==> config.mk <==
export PLATFORM = sky130hd
export DESIGN_NAME = flash_front_flat
export DESIGN_NICKNAME = d
export VERILOG_FILES = /design/src/flash_pkg.sv /design/src/spi_link_if.sv /design/src/flash_front.sv /design/src/flat_wrapper.sv
export SDC_FILE = /design/constraint.sdc
export NUM_CORES = 1
export LEC_CHECK = 0
export BUFFER_PORTS_ARGS = -buffer_cell sky130_fd_sc_hd__buf_2
export CAP_MARGIN = 20
export CORE_UTILIZATION = 60
export CTS_BUF_LIST = sky130_fd_sc_hd__clkbuf_8
export DETAILED_ROUTE_END_ITERATION = 8
export PLACE_DENSITY = 0.8
export SYNTH_ARGS = -nofsm -noshare
export SYNTH_HDL_FRONTEND = slang
export SYNTH_SLANG_ARGS = --single-unit
==> constraint.sdc <==
create_clock -name mclk -period 6.56 [get_ports mclk]
set_clock_uncertainty 0.05 [all_clocks]
set_input_delay 0.328 -clock mclk [delete_from_list [all_inputs] [get_ports mclk]]
set_output_delay 0.328 -clock mclk [all_outputs]
set_load 0.01 [all_outputs]
==> src/flash_pkg.sv <==
// shared constants and types for the serial flash command front end and its host
package flash_pkg;
  // instruction codes
  localparam logic [7:0] OP_READ = 8'h03;
  localparam logic [7:0] OP_FAST_READ = 8'h0B;
  localparam logic [7:0] OP_SECTOR_ERASE = 8'h20;
  localparam logic [7:0] OP_BLOCK_ERASE = 8'hD8;
  localparam logic [7:0] OP_CHIP_ERASE_A = 8'h60;
  localparam logic [7:0] OP_CHIP_ERASE_B = 8'hC7;
  localparam logic [7:0] OP_PAGE_PROGRAM = 8'h02;
  localparam logic [7:0] OP_STATUS_READ = 8'h05;
  localparam logic [7:0] OP_STATUS_WRITE = 8'h01;
  localparam logic [7:0] OP_WRITE_ENABLE = 8'h06;
  localparam logic [7:0] OP_WRITE_DISABLE = 8'h04;
  // status byte layout
  localparam int SR_BUSY = 0;
  localparam int SR_WEL = 1;
  localparam int SR_LEVEL_LO = 2;
  localparam int SR_LEVEL_HI = 4;
  localparam int SR_LOCK = 7;
  localparam logic [2:0] LEVEL_RESET = 3'h7;
  localparam logic LOCK_RESET = 1'b0;
  localparam logic [2:0] LEVEL_NONE = 3'h0;
  localparam logic [2:0] LEVEL_ALL = 3'h6;
  // array geometry: 32 blocks of 64 KB, address wraps at 2 MB
  localparam int ADDR_MSB = 20;
  localparam int BLK_LSB = 16;
  localparam logic [5:0] NUM_BLOCKS = 6'h20;
  localparam logic [1:0] ADDR_LAST_BYTE = 2'h2;
  localparam logic [8:0] PAGE_MAX_BYTES = 9'h100;
  localparam logic [2:0] LAST_BIT = 3'h7;
  // pin vector positions after synchronising
  localparam int NPINS = 5;
  localparam int PIN_SCK = 0;
  localparam int PIN_CE = 1;
  localparam int PIN_HOLD = 2;
  localparam int PIN_WP = 3;
  localparam int PIN_SI = 4;
  localparam logic [NPINS-1:0] PINS_IDLE = 5'h0E;
  // internal operation times (typical) and their cycle counts
  localparam longint unsigned CLK_PERIOD_NS = 64'h4;
  localparam longint unsigned PAGE_PROG_TIME_NS = 64'd1500000;
  localparam longint unsigned SECTOR_ERASE_TIME_NS = 64'd90000000;
  localparam longint unsigned BLOCK_ERASE_TIME_NS = 64'd1000000000;
  localparam longint unsigned CHIP_ERASE_TIME_NS = 64'd10000000000;
  localparam int unsigned PAGE_PROG_CYCLES = 32'(PAGE_PROG_TIME_NS / CLK_PERIOD_NS);
  localparam int unsigned SECTOR_ERASE_CYCLES = 32'(SECTOR_ERASE_TIME_NS / CLK_PERIOD_NS);
  localparam int unsigned BLOCK_ERASE_CYCLES = 32'(BLOCK_ERASE_TIME_NS / CLK_PERIOD_NS);
  localparam int unsigned CHIP_ERASE_CYCLES = 32'(CHIP_ERASE_TIME_NS / CLK_PERIOD_NS);
  // host side: serial clock half period and register map
  localparam logic [7:0] SCK_HALF_CYCLES = 8'h10;
  localparam logic [3:0] REG_CTRL = 4'h0;
  localparam logic [3:0] REG_TX = 4'h4;
  localparam logic [3:0] REG_RX = 4'h8;
  localparam logic [3:0] REG_STAT = 4'hC;
  localparam int CTRL_CE = 0;
  localparam int CTRL_HOLD = 1;
  localparam int CTRL_WP_LOW = 2;

  typedef enum logic [1:0] {CMD_SECTOR, CMD_BLOCK, CMD_CHIP, CMD_PROGRAM} cmd_kind_t;
endpackage : flash_pkg

==> src/spi_link_if.sv <==
// serial link between host controller and flash front end
`timescale 1ns/100ps
interface spi_link_if;
  logic sck;
  logic ce_n;
  logic hold_n;
  logic wp_n;
  logic si;
  logic so;
  logic so_oe_n;
  logic so_line;

  // undriven output line reads high
  assign so_line = so_oe_n ? 1'b1 : so;

  modport dev (input sck, input ce_n, input hold_n, input wp_n, input si,
               output so, output so_oe_n);
  modport host (output sck, output ce_n, output hold_n, output wp_n, output si,
                input so_line);
endinterface : spi_link_if

==> src/flash_front.sv <==
// device end: serial command decode, block protection and hold handling
//
// Overview of operation
// - reject program/erase inside protected region
// - chip erase only when level is zero
// - protection level bits reset to ones
// - pin low and lock set freezes protection
// - pin high makes lock bit irrelevant
// - lock bit resets to zero
// - status write refused only pin low, lock
// - host keeps enable low while holding
// - enter pause at hold low, clock low
// - leave pause at hold high, clock low
// - paused: output off, input and clock ignored
// - enable rise while paused resets interface
// - writes need write enable latch set
// - sample rising clock, msb first, bytes
// - instruction starts at enable fall
// - enable rise mid byte aborts instruction
// - 20h plus address erases 4K sector
// - D8h plus address erases 64K block
// - 02h plus address, up to 256 bytes
// - level code selects top array portion
// - status bit0 busy, bit1 write latch
`timescale 1ns/100ps
module flash_front
  import flash_pkg::*;
#(
  parameter int unsigned PAGE_CYCLES = PAGE_PROG_CYCLES,
  parameter int unsigned SECTOR_CYCLES = SECTOR_ERASE_CYCLES,
  parameter int unsigned BLOCK_CYCLES = BLOCK_ERASE_CYCLES,
  parameter int unsigned CHIP_CYCLES = CHIP_ERASE_CYCLES
) (
  input wire logic mclk,
  input wire logic rst,
  spi_link_if.dev link,
  output logic cmd_valid,
  output cmd_kind_t cmd_kind,
  output logic [23:0] cmd_addr,
  output logic prog_valid,
  output logic [7:0] prog_byte,
  output logic rd_req,
  output logic [23:0] rd_addr,
  input wire logic [7:0] rd_data,
  output logic busy
);

  typedef enum logic [3:0] {
    ST_IDLE, ST_OPCODE, ST_ADDR, ST_DUMMY, ST_READ, ST_STATUS,
    ST_PROG, ST_SRDATA, ST_DONE, ST_IGNORE
  } dev_st_t;

  typedef struct packed {
    logic [NPINS-1:0] s1;
    logic [NPINS-1:0] s2;
    logic [NPINS-1:0] s3;
    logic [NPINS-1:0] f;
    dev_st_t st;
    logic [2:0] bitcnt;
    logic [7:0] sr;
    logic [1:0] nbytes;
    logic [7:0] op;
    logic [23:0] addr;
    logic [8:0] prog_cnt;
    logic paused;
    logic write_enable_latch;
    logic busy;
    logic [31:0] busy_cnt;
    logic [2:0] level;
    logic lock;
    logic [7:0] out;
    logic so;
    logic so_oe_n;
    logic drive;
    logic cmd_valid;
    cmd_kind_t cmd_kind;
    logic [23:0] cmd_addr;
    logic prog_valid;
    logic [7:0] prog_byte;
    logic rd_req;
    logic [23:0] rd_addr;
  } dev_state_t;

  dev_state_t q;
  dev_state_t d;
  logic [NPINS-1:0] pins;

  assign pins = {link.si, link.wp_n, link.hold_n, link.ce_n, link.sck};

  // top portion of the array covered by the level code
  function automatic logic in_protected(input logic [2:0] lvl, input logic [23:0] a);
    logic [5:0] first;
    first = NUM_BLOCKS - (6'h01 << (lvl - 3'h1));
    if (lvl == LEVEL_NONE)
      return 1'b0;
    if (lvl >= LEVEL_ALL)
      return 1'b1;
    return {1'b0, a[ADDR_MSB:BLK_LSB]} >= first;
  endfunction : in_protected

  always_comb
  begin
    logic sck_rise;
    logic sck_fall;
    logic ce_rise;
    logic ce_fall;
    logic done;
    logic [7:0] rx;
    logic [7:0] status;
    logic [7:0] src;
    logic [23:0] full;
    sck_rise = 1'b0;
    sck_fall = 1'b0;
    ce_rise = 1'b0;
    ce_fall = 1'b0;
    done = 1'b0;
    rx = 8'h00;
    src = 8'h00;
    full = 24'h000000;
    status = 8'h00;
    d = q;
    d.cmd_valid = 1'b0;
    d.prog_valid = 1'b0;
    d.rd_req = 1'b0;
    // three stage synchronisers, a change counts once stages two and three agree
    d.s1 = pins;
    d.s2 = q.s1;
    d.s3 = q.s2;
    for (int i = 0; i < NPINS; i++)
    begin
      if (q.s2[i] == q.s3[i])
        d.f[i] = q.s3[i];
    end
    sck_rise = d.f[PIN_SCK] & ~q.f[PIN_SCK];
    sck_fall = ~d.f[PIN_SCK] & q.f[PIN_SCK];
    ce_rise = d.f[PIN_CE] & ~q.f[PIN_CE];
    ce_fall = ~d.f[PIN_CE] & q.f[PIN_CE];
    status = {q.lock, 2'h0, q.level, q.write_enable_latch, q.busy};

    if (q.busy)
    begin
      if (q.busy_cnt == 32'h0)
        d.busy = 1'b0;
      else
        d.busy_cnt = q.busy_cnt - 32'h1;
    end

    // pause follows hold only while the clock is low
    if (d.f[PIN_CE])
      d.paused = q.paused & ~d.f[PIN_HOLD];
    else if (!d.f[PIN_SCK])
      d.paused = ~d.f[PIN_HOLD];

    if (ce_rise)
    begin
      if (q.bitcnt == 3'h0 && !q.paused)
      begin
        unique case (q.st)
          ST_DONE:
          begin
            if (q.op == OP_WRITE_ENABLE)
              d.write_enable_latch = 1'b1;
            else if (q.op == OP_WRITE_DISABLE)
              d.write_enable_latch = 1'b0;
            else if (q.op == OP_CHIP_ERASE_A || q.op == OP_CHIP_ERASE_B)
            begin
              if (q.write_enable_latch && q.level == LEVEL_NONE)
              begin
                d.cmd_valid = 1'b1;
                d.cmd_kind = CMD_CHIP;
                d.busy = 1'b1;
                d.busy_cnt = CHIP_CYCLES;
                d.write_enable_latch = 1'b0;
              end
            end
            else if (q.op == OP_SECTOR_ERASE || q.op == OP_BLOCK_ERASE)
            begin
              if (q.write_enable_latch && !in_protected(q.level, q.addr))
              begin
                d.cmd_valid = 1'b1;
                d.cmd_addr = q.addr;
                d.busy = 1'b1;
                d.write_enable_latch = 1'b0;
                if (q.op == OP_SECTOR_ERASE)
                begin
                  d.cmd_kind = CMD_SECTOR;
                  d.busy_cnt = SECTOR_CYCLES;
                end
                else
                begin
                  d.cmd_kind = CMD_BLOCK;
                  d.busy_cnt = BLOCK_CYCLES;
                end
              end
            end
            else if (q.op == OP_STATUS_WRITE)
            begin
              // lock only matters while the protect pin is low
              if (q.write_enable_latch && (q.f[PIN_WP] || !q.lock))
              begin
                d.level = q.addr[SR_LEVEL_HI:SR_LEVEL_LO];
                d.lock = q.addr[SR_LOCK];
                d.write_enable_latch = 1'b0;
              end
            end
          end
          ST_PROG:
          begin
            if (q.write_enable_latch && q.prog_cnt != 9'h0 && !in_protected(q.level, q.addr))
            begin
              d.cmd_valid = 1'b1;
              d.cmd_kind = CMD_PROGRAM;
              d.cmd_addr = q.addr;
              d.busy = 1'b1;
              d.busy_cnt = PAGE_CYCLES;
              d.write_enable_latch = 1'b0;
            end
          end
          default:
          begin
          end
        endcase
      end
      d.st = ST_IDLE;
      d.bitcnt = 3'h0;
      d.drive = 1'b0;
    end
    else if (ce_fall)
    begin
      d.st = ST_OPCODE;
      d.bitcnt = 3'h0;
      d.drive = 1'b0;
    end
    else if (!d.f[PIN_CE] && !d.paused)
    begin
      if (sck_rise)
      begin
        rx = {q.sr[6:0], d.f[PIN_SI]};
        d.sr = rx;
        d.bitcnt = q.bitcnt + 3'h1;
        done = (q.bitcnt == LAST_BIT);
      end
      if (sck_fall && (q.st == ST_READ || q.st == ST_STATUS))
      begin
        src = (q.st == ST_STATUS) ? status : rd_data;
        d.drive = 1'b1;
        if (q.bitcnt == 3'h0)
        begin
          d.so = src[7];
          d.out = {src[6:0], 1'b0};
        end
        else
        begin
          d.so = q.out[7];
          d.out = {q.out[6:0], 1'b0};
        end
      end
      if (done)
      begin
        unique case (q.st)
          ST_OPCODE:
          begin
            d.op = rx;
            d.nbytes = 2'h0;
            d.prog_cnt = 9'h0;
            if (rx == OP_STATUS_READ)
              d.st = ST_STATUS;
            else if (q.busy)
              d.st = ST_IGNORE;
            else if (rx == OP_READ || rx == OP_FAST_READ || rx == OP_SECTOR_ERASE ||
                     rx == OP_BLOCK_ERASE || rx == OP_PAGE_PROGRAM)
              d.st = ST_ADDR;
            else if (rx == OP_STATUS_WRITE)
              d.st = ST_SRDATA;
            else if (rx == OP_WRITE_ENABLE || rx == OP_WRITE_DISABLE ||
                     rx == OP_CHIP_ERASE_A || rx == OP_CHIP_ERASE_B)
              d.st = ST_DONE;
            else
              d.st = ST_IGNORE;
          end
          ST_ADDR:
          begin
            full = {q.addr[15:0], rx};
            d.addr = full;
            d.nbytes = q.nbytes + 2'h1;
            if (q.nbytes == ADDR_LAST_BYTE)
            begin
              if (q.op == OP_READ)
              begin
                d.st = ST_READ;
                d.rd_req = 1'b1;
                d.rd_addr = full;
                d.addr[ADDR_MSB:0] = full[ADDR_MSB:0] + 21'h1;
              end
              else if (q.op == OP_FAST_READ)
                d.st = ST_DUMMY;
              else if (q.op == OP_PAGE_PROGRAM)
                d.st = ST_PROG;
              else
                d.st = ST_DONE;
            end
          end
          ST_DUMMY, ST_READ:
          begin
            d.st = ST_READ;
            d.rd_req = 1'b1;
            d.rd_addr = q.addr;
            d.addr[ADDR_MSB:0] = q.addr[ADDR_MSB:0] + 21'h1;
          end
          ST_PROG:
          begin
            if (q.write_enable_latch && q.prog_cnt < PAGE_MAX_BYTES && !in_protected(q.level, q.addr))
            begin
              d.prog_valid = 1'b1;
              d.prog_byte = rx;
              d.prog_cnt = q.prog_cnt + 9'h1;
            end
          end
          ST_SRDATA:
          begin
            d.addr[7:0] = rx;
            d.st = ST_DONE;
          end
          default:
          begin
          end
        endcase
      end
    end
    // output turns on at the first clock fall of the data phase, never while clock is high
    d.so_oe_n = ~(d.drive & ~d.paused & ~d.f[PIN_CE]);
  end

  always_ff @(posedge mclk or posedge rst)
  begin
    if (rst)
    begin
      q <= '0;
      q.s1 <= PINS_IDLE;
      q.s2 <= PINS_IDLE;
      q.s3 <= PINS_IDLE;
      q.f <= PINS_IDLE;
      q.level <= LEVEL_RESET;
      q.lock <= LOCK_RESET;
      q.so_oe_n <= 1'b1;
    end
    else
      q <= d;
  end

  assign link.so = q.so;
  assign link.so_oe_n = q.so_oe_n;
  assign cmd_valid = q.cmd_valid;
  assign cmd_kind = q.cmd_kind;
  assign cmd_addr = q.cmd_addr;
  assign prog_valid = q.prog_valid;
  assign prog_byte = q.prog_byte;
  assign rd_req = q.rd_req;
  assign rd_addr = q.rd_addr;
  assign busy = q.busy;
endmodule : flash_front

==> src/flat_wrapper.sv <==
// flat-port wrapper written by rule: the top's interface ports become plain ports
module flash_front_flat import flash_pkg::*;
#(
  parameter int unsigned PAGE_CYCLES = PAGE_PROG_CYCLES,
  parameter int unsigned SECTOR_CYCLES = SECTOR_ERASE_CYCLES,
  parameter int unsigned BLOCK_CYCLES = BLOCK_ERASE_CYCLES,
  parameter int unsigned CHIP_CYCLES = CHIP_ERASE_CYCLES
)
  (mclk, rst, cmd_valid, cmd_kind, cmd_addr, prog_valid, prog_byte, rd_req, rd_addr, rd_data, busy, link_sck, link_ce_n, link_hold_n, link_wp_n, link_si, link_so, link_so_oe_n);
  spi_link_if link_i ();
  input wire logic mclk;
  input wire logic rst;
  output logic cmd_valid;
  output cmd_kind_t cmd_kind;
  output logic [23:0] cmd_addr;
  output logic prog_valid;
  output logic [7:0] prog_byte;
  output logic rd_req;
  output logic [23:0] rd_addr;
  input wire logic [7:0] rd_data;
  output logic busy;
  input wire logic [$bits(link_i.sck)-1:0] link_sck;
  input wire logic [$bits(link_i.ce_n)-1:0] link_ce_n;
  input wire logic [$bits(link_i.hold_n)-1:0] link_hold_n;
  input wire logic [$bits(link_i.wp_n)-1:0] link_wp_n;
  input wire logic [$bits(link_i.si)-1:0] link_si;
  output wire logic [$bits(link_i.so)-1:0] link_so;
  output wire logic [$bits(link_i.so_oe_n)-1:0] link_so_oe_n;
  assign link_i.sck = link_sck;
  assign link_i.ce_n = link_ce_n;
  assign link_i.hold_n = link_hold_n;
  assign link_i.wp_n = link_wp_n;
  assign link_i.si = link_si;
  assign link_so = link_i.so;
  assign link_so_oe_n = link_i.so_oe_n;
  flash_front #(.PAGE_CYCLES(PAGE_CYCLES), .SECTOR_CYCLES(SECTOR_CYCLES), .BLOCK_CYCLES(BLOCK_CYCLES), .CHIP_CYCLES(CHIP_CYCLES)) u_core (.mclk(mclk), .rst(rst), .link(link_i), .cmd_valid(cmd_valid), .cmd_kind(cmd_kind), .cmd_addr(cmd_addr), .prog_valid(prog_valid), .prog_byte(prog_byte), .rd_req(rd_req), .rd_addr(rd_addr), .rd_data(rd_data), .busy(busy));
endmodule
==> results of run 1 <==
==> kinds of logic after synthesis <==
kind of cell	Yosys count	share of synthesized area, %
simple gates	413	20.3
compound gates	281	16.5
flops	187	44.3
buf+inv	164	7.97
xor+xnor	45	3.72
mux	41	4.18
fa+ha+maj	27	3.08
==> per-layer routing <==
layer	routed length (µm)	track usage (%)	vias up
li1	-	-	4036
met1	11300	40.7	4194
met2	12000	45.9	351
met3	1640	5.67	29
met4	354	8.49	0
met5	0	0	-
==> power groups by stage <==
stage               registers [mW]  clock network [mW]  logic, mW
global route                  1.21               0.857      0.137
detailed placement            1.22                   0      0.116
global placement              1.22                   0      0.114
CTS                           1.20               0.813      0.120
finish                        1.20               0.802      0.119
floorplan                     1.21                   0     0.0951
==> cells in the mapped netlist (15+ instances only) <==
| library cell | n |
|---|---|
| a21oi_1 | 32 |
| a22oi_1 | 21 |
| buf_4 | 58 |
| clkbuf_1 | 61 |
| dfrtp_1 | 171 |
| dfstp_2 | 16 |
| ha_1 | 22 |
| inv_1 | 34 |
| mux2_2 | 26 |
| mux2i_1 | 15 |
| nand2_1 | 147 |
| nand3_1 | 37 |
| nand4_1 | 19 |
| nor2_1 | 71 |
| nor3_1 | 18 |
| o21ai_0 | 125 |
| o22ai_1 | 16 |
| xor2_1 | 32 |
==> stage by stage <==
step / hold WS (ns) / area [µm²] / utilization (%) / std cells
final: 0.190 / 11100 / 64.3 / 1378
after CTS: 0.176 / 11100 / 64.2 / 1377
after detailed placement: 0.290 / 10600 / 61.5 / 1339
after floorplan: 0.281 / 10600 / - / 1158
after global routing: 0.183 / 11100 / 64.3 / 1378
after global placement: 0.282 / 10600 / 61.5 / 1339
==> flip-flops by register name, summed over array words and instances (netlist names) <==
register / cells
u_core.busy: 1
u_core.cmd_addr: 24
u_core.cmd_kind: 2
u_core.cmd_valid: 1
u_core.d: 10
u_core.link.so: 1
u_core.link.so_oe_n: 1
u_core.prog_byte: 8
u_core.prog_valid: 1
u_core.q: 113
u_core.rd_addr: 24
u_core.rd_req: 1
==> cell type report <==
class / count / area, µm²
flip-flops and latches: 187 / 4700
repair buffers: 92 / 514
clock inverters: 14 / 158
well taps: 225 / 282
clock buffers: 18 / 248
inverters: 35 / 139
fillers: 1442 / 6180
multi-input cells: 807 / 5080
==> final timing paths <==
kind | to | slack, ns | cells after the start
max | u_core.cmd_addr[23]$_DFFE_PP0P_ | 2.68 | 13
min | u_core.q[65]$_DFFE_PP0P_ | 0.19 | 4
max reg2reg | u_core.cmd_addr[23]$_DFFE_PP0P_ | 2.68 | 13
min reg2reg | u_core.d[174]$_DFF_PP0_ | 0.31 | 0
max in group asynchronous | u_core.q[131]$_DFFE_PP0P_ | 4.57 | 4
min in group asynchronous | u_core.q[117]$_DFFE_PP0P_ | 0.51 | 3
==> cells in the final DEF (no fill, tap or decap), types with 16 or more instances in the layout <==
master and count:
dfrtp_1 171, nand2_1 147, o21ai_0 125, buf_2 78
nor2_1 71, nand3_1 37, inv_1 34, xor2_1 32
a21oi_1 32, mux2_2 26, ha_1 22, a22oi_1 21
nand4_1 19, clkbuf_8 18, nor3_1 17, o22ai_1 16
dfstp_2 16
==> worst max-delay path, delay by kind of cell, from the launching register on <==
| kind | cells | cell delay, ns |
|---|---|---|
| adder cells (fa/ha/maj) | 2 | 0.46 |
| AO/OA/AOI/OAI | 5 | 0.78 |
| flip-flops | 1 | 0.61 |
| AND/OR/NAND/NOR | 4 | 1.63 |
| buffers and inverters | 2 | 0.26 |
==> timing repair <==
action,CTS,global route
setup buffers,0,0
hold buffers,6,0
hold endpoints to repair,36,0
setup endpoints to repair,0,0
==> results.txt, run 1 <==
Nets: 1,177
Core Rows: 48
Synth Area per Inst: 9.15 µm²
Initial Utilization: 61.3%
Worst path max stage delay: 0.61 ns
Dpl ws: 2.27 ns
Switch share: 26.0%
Detail Route Antenna Nets: 0
IO Count: 79
Netlist Area Pre-Place: 10,600 µm²
CTS resizes: 0
Unique masters post-synth: 82
Hold_sp: rd_data[0]
ANT cells: 0
Critical Path AT: 4.22 ns
Launch point of the worst reg-to-reg path: u_core.q[74]$_DFFE_PP1P_
Clock power share: 37.8%
Critical path class: flop to flop
Predominant post-synthesis flop cell: dfrtp_1
Die width: 135 µm
YS warnings: 0
#FFs+latches synth: 187
Worst-skew pair later-pin latency: 0.48 ns
Maximum vdd drop: 0.000153 V
Largest net degree at the start of global routing: 118
Outcome: finished, final reports clean
Async S/R FF share, synth: 100%
Final wirelength: 25,400 µm
Die area: 18,200 µm²
Area delta synth->final: 4.89%
CTS Sinks: 187
EDFF count, synth: 0
Cell at the slowest stage of the critical path: dfstp_2
Register share of total power: 56.6%
Seq/Total Area, Yosys: 44.3%
CTS clk-pin slew, worst paths: 0.10 ns
Pint: 1.57 mW
Pin slew with the least headroom to its limit: 0.903 ns
Gp weighted congestion: 0.909
Fmax: 0.258 GHz
Fin crit period: 3.88 ns
Dominant cell type by area after synthesis: dfrtp_1
RSZ-0062 raised after global routing: false
1st-pass router iterations: 5
CP Launch Point: u_core.q[74]$_DFFE_PP1P_
Total global-route track usage: 29.1%
Via density: 6.25
TNS Setup: 0 ns
Setup crit start kind: flop
Final setup viols: 0
Final-report max-slew violation count: 0
Hold/Removal Path Class: primary input to flop
Number of global-route vias before repair: 8,113
Comb pwr share: 5.6%
CTS max path bufs: 2
Ratio of cells with drive above 1 in the final layout: 16.1%
Post-DP HPWL: 17,500 µm
Top cells by area, synth: dfrtp_1 40%, o21ai_0 5.9%, nand2_1 5.2%
Mapped Nets: 1,195
Num CTS Buffers: 17
Initial antenna violation count: 0
H-Tree Depth: 4
Wirelength per Cell: 18.4 µm
DR vias: 8,610
Crit end category: flop
Sw power: 0.552 mW
Worst-path cell chain: inv_1, or3_1, ha_1, a31oi_1, a21oi_1, ha_1, a211oi_1, o211ai_1, nand2_1, nand2_1, or2_0, buf_6, o21ai_0
Root Buffer: clkbuf_8
First-pass GRT wire length: 41,500 µm
CP Max Fanout: 30
Pwr dens: 191 nW/µm²
# Max-Cap Violations: 0
LEAKAGE: 4.89 nW
Final WS setup: 2.68 ns
Die height: 135 µm
Initial drt markers: 875
Top cell type's share of synthesized area: 40.4%
Final count of hold timing violations: 0
DRC errors left: 0
Tcrit/Tclk final: 59.2%
Core area: 17,300 µm²
Total power: 2.12 mW
Slew headroom: 39.7%
PortBufs: 78
CTS tree: done
Critical Path RT: 6.90 ns
GRT overflow: 0
Post-Syn Instances: 1,158
Power figures use the tool's default switching activity.
==> run 2: changes to the inputs <==
- ABC_AREA: not set -> 1
- CORE_UTILIZATION: 60 -> 57
- PLACE_DENSITY: 0.8 -> 0.79
- clock period: 6.56 -> 3.4 ns (I/O delays scaled with it)
==> run 2 against run 1 <==
Utilization shrank 1.8 points. Count of clock-buffer cells in the layout did not move. Sequential power is 92% higher. Sequential share of layout area decreased by 3.8 points. Wire length increased by 14%. Register-to-register slack got worse by 2.4 ns. Combinational power is 150% higher. Die area up 13%. Via count increased by 16%. Design area is 9.7% higher. First-iteration DRC count grew 13%.
==> results.txt, run 2 <==
Outcome: finished, final reports clean
Slew headroom: 42.9% (+3.3 points)
CP Max Fanout: 26 (-13%)
Util after Layout: 62.5% (-1.8 points)
H-Tree Depth: 4 (unchanged)
Dpl ws: 0.00532 ns (-2.26 ns)
Initial Utilization: 58.4% (-2.9 points)
Fin crit period: 3.13 ns (-0.750 ns)
Crit end category: flop
Worst-skew pair later-pin latency: 0.49 ns (about the same)
LEAKAGE: 5.98 nW (+22%)
Top cells by area, synth: dfrtp_1 38%, nand2_1 12%, inv_1 5.7%
DRT met1 WL: 13,200 µm (+16%)
Pwr dens: 353 nW/µm² (+85%)
First-pass GRT wire length: 46,600 µm (+12%)
Initial drt markers: 990 (+13%)
Commonest non-fill, non-tap cells in the layout: 369 x nand2_1, 172 x inv_1, 171 x dfrtp_1, 146 x nor2_1, 111 x o21ai_0
Highest layer used for signal routing: met4
Hold_sp: rd_data[4]
Hold/Removal Path Class: primary input to flop
Unique masters post-synth: 57 (-30%)
Num CTS Buffers: 17 (unchanged)
Core Rows: 51 (+6.3%)
Worst path max stage delay: 0.54 ns (-0.07 ns)
Met3 wire length: 1830 µm (+11%)
Reg2reg end: u_core.cmd_addr[0]$_DFFE_PP0P_
YS warnings: 0 (unchanged)
#FFs+latches synth: 187 (unchanged)
Critical Path AT: 3.43 ns (-0.79 ns)
Post-route insts no fill: 1,799 (+31%)
Placed cells: 1,754 (+31%)
# Max-Cap Violations: 0 (unchanged)
Pin slew with the least headroom to its limit: 0.854 ns (-0.0487 ns)
Top cells by count, synth: 370 x nand2_1, 173 x inv_1, 171 x dfrtp_1
Total power: 4.31 mW (+100%)
Crit path top cell by count: nand2_1
1st-pass router iterations: 6 (+1)
Number of global-route vias before repair: 9,132 (+13%)
GRT overflow: 0 (unchanged)
Seq/Total Area, Yosys: 41.2% (-3.1 points)
Most common cell in the synthesized netlist: nand2_1
Async S/R FF share, synth: 100% (unchanged)
Mapped Nets: 1,530 (+28%)
Launch point of the worst reg-to-reg path: u_core.q[73]$_DFFE_PP1P_
Tcrit/Tclk final: 92.1% (+33 points)
IO Count: 79 (unchanged)
TNS Setup: 0 ns (unchanged)
CTS max path bufs: 2 (unchanged)
Met2 wire length: 13,200 µm (+10%)
Die area: 20,600 µm² (+13%)
Detail Route Antenna Nets: 0 (unchanged)
Critical Path RT: 3.70 ns (-3.20 ns)
Netlist Area Pre-Place: 11,400 µm² (+7.6%)
PortBufs: 78 (unchanged)
Fillers: 1,804 (+25%)
Final WS setup: 0.268 ns (-2.41 ns)
Synth Area per Inst: 7.64 µm² (-17%)
Top cell type's share of synthesized area: 37.5% (-2.8 points)
Hold endpoint: u_core.q[69]$_DFFE_PP0P_
Predominant post-synthesis flop cell: dfrtp_1
Most common cell after layout, fill and taps aside: nand2_1
Final setup viols: 0 (unchanged)
Via density: 5.57 (-11%)
Nets: 1,558 (+32%)
Placed cell areas: 11,600 µm² (+9.0%)
Cell at the slowest stage of the critical path: dfstp_2
Hold depth: 3 (-1)
Area delta synth->final: 7.00%
Final-report max-slew violation count: 0 (unchanged)
Setup crit start kind: flop
Total global-route track usage: 29.0% (-0.033 points)
Die width: 143 µm (+6.3%)
Worst hold slack: 0.0368 ns (-0.153 ns)
Die height: 143 µm (+6.3%)
Worst-path cell chain: inv_1, nor3_2, inv_1, ha_1, inv_1, xor2_1, ha_1, nand2_1, inv_1, nand2_1, nand2_1, nand2_1, nand2_1, a21boi_4, nand3_1, nor2_4, buf_4, nor2_4, nand2_1, o21ai_0
Core area: 19,500 µm² (+13%)
Post-DP HPWL: 20,900 µm (+19%)
CTS Sinks: 187 (unchanged)
Dominant cell type by area after synthesis: dfrtp_1
Maximum vdd drop: 0.000319 V (+110%)
Gp weighted congestion: 0.966 (+6.3%)
DR vias: 10,000 (+16%)
Fin area: 12,200 µm² (+9.7%)
DRC errors left: 0 (unchanged)
Worst Reg-to-Reg Cells: 20 (+7)
Initial antenna violation count: 0 (unchanged)
Max reg flops: 113 (unchanged)
Post-Syn Instances: 1,493 (+29%)
Worst R2R Setup Slack: 0.27 ns (-2.41 ns)
Final wirelength: 28,800 µm (+14%)
Critical path class: flop to flop
RSZ-0062 raised after global routing: false
CTS clk-pin slew, worst paths: 0.10 ns (about the same)
Final count of hold timing violations: 0 (unchanged)
Root Buffer: clkbuf_8
ANT cells: 0 (unchanged)
CTS tree: done
Largest net degree at the start of global routing: 89 (-25%)
Wirelength per Cell: 16.0 µm (-13%)
EDFF count, synth: 0 (unchanged)
Ratio of cells with drive above 1 in the final layout: 14.7% (-1.5 points)
Fmax: 0.319 GHz (+24%)
Most flops, register: u_core.q
## run 2: changes by cell type after synthesis, moves of 26 or more
cell      delta
clkbuf_1    -51
inv_1      +139
mux2_2      -26
nand2_1    +223
nand3_1     +48
nor2_1      +75
## run 2: report_power, final
group          switching [mW]  internal, mW  leakage (nW)
clock                   0.878         0.837         0.223
sequential             0.0313          2.27          2.49
combinational           0.213        0.0811          3.26
total                    1.12          3.19          5.98
## run 2: per-layer routing
metal / vias to the layer above / GRT usage (%)
met4: 0 / 9.63
met5: - / 0
met2: 381 / 45.8
met1: 4744 / 40.8
li1: 4855 / -
met3: 46 / 4.47
## run 2: timing repair
item / CTS / global route
hold buffers: 9 / 0
endpoints found under the setup margin: 2 / 38
endpoints found under the hold margin: 35 / 0
gates resized for setup: 2 / 5
pin swaps: 1 / 2
gates cloned: 0 / 1
setup buffers: 0 / 2
## run 2: logic make-up (layout without fill, tap and decap cells)
group	Yosys count	after routing	synth area share (%)
AND/OR/NAND/NOR	711	712	28.2
buffers and inverters	271	311	11.6
AO/OA/AOI/OAI	256	256	13.1
flip-flops	187	187	41.2
XOR/XNOR	45	45	3.46
adder cells (fa/ha/maj)	23	23	2.50
## run 2: cell type report
cell class / instances / area, µm² / share of cell area (%)
flip-flops and latches: 187 / 4700 / 38.5
clock buffers: 18 / 248 / 2.03
repair buffers: 100 / 616 / 5.05
multi-input cells: 1036 / 5430 / 44.5
inverters: 179 / 676 / 5.54
well taps: 265 / 332 / 2.72
clock inverters: 14 / 204 / 1.67
## run 2: worst max path at each step
stage                                         from                              end  cells past startpoint
after floorplan           u_core.q[73]$_DFFE_PP1P_   u_core.cmd_addr[0]$_DFFE_PP0P_                     20
after global placement    u_core.q[73]$_DFFE_PP1P_           u_core.q[83]$_DFF_PP0_                     18
after detailed placement  u_core.q[73]$_DFFE_PP1P_           u_core.q[83]$_DFF_PP0_                     18
after CTS                 u_core.q[73]$_DFFE_PP1P_  u_core.cmd_addr[14]$_DFFE_PP0P_                     18
after global routing      u_core.q[73]$_DFFE_PP1P_   u_core.cmd_addr[3]$_DFFE_PP0P_                     20
final                     u_core.q[73]$_DFFE_PP1P_   u_core.cmd_addr[0]$_DFFE_PP0P_                     20
## run 2: worst max-delay path: cells and delay by family (launching register included)
family          cells  cell delay (ns)
compound gates      2             0.29
buf+inv             5             0.45
xor+xnor            1             0.16
flops               1             0.54
fa+ha+maj           2             0.42
simple gates       10             1.06
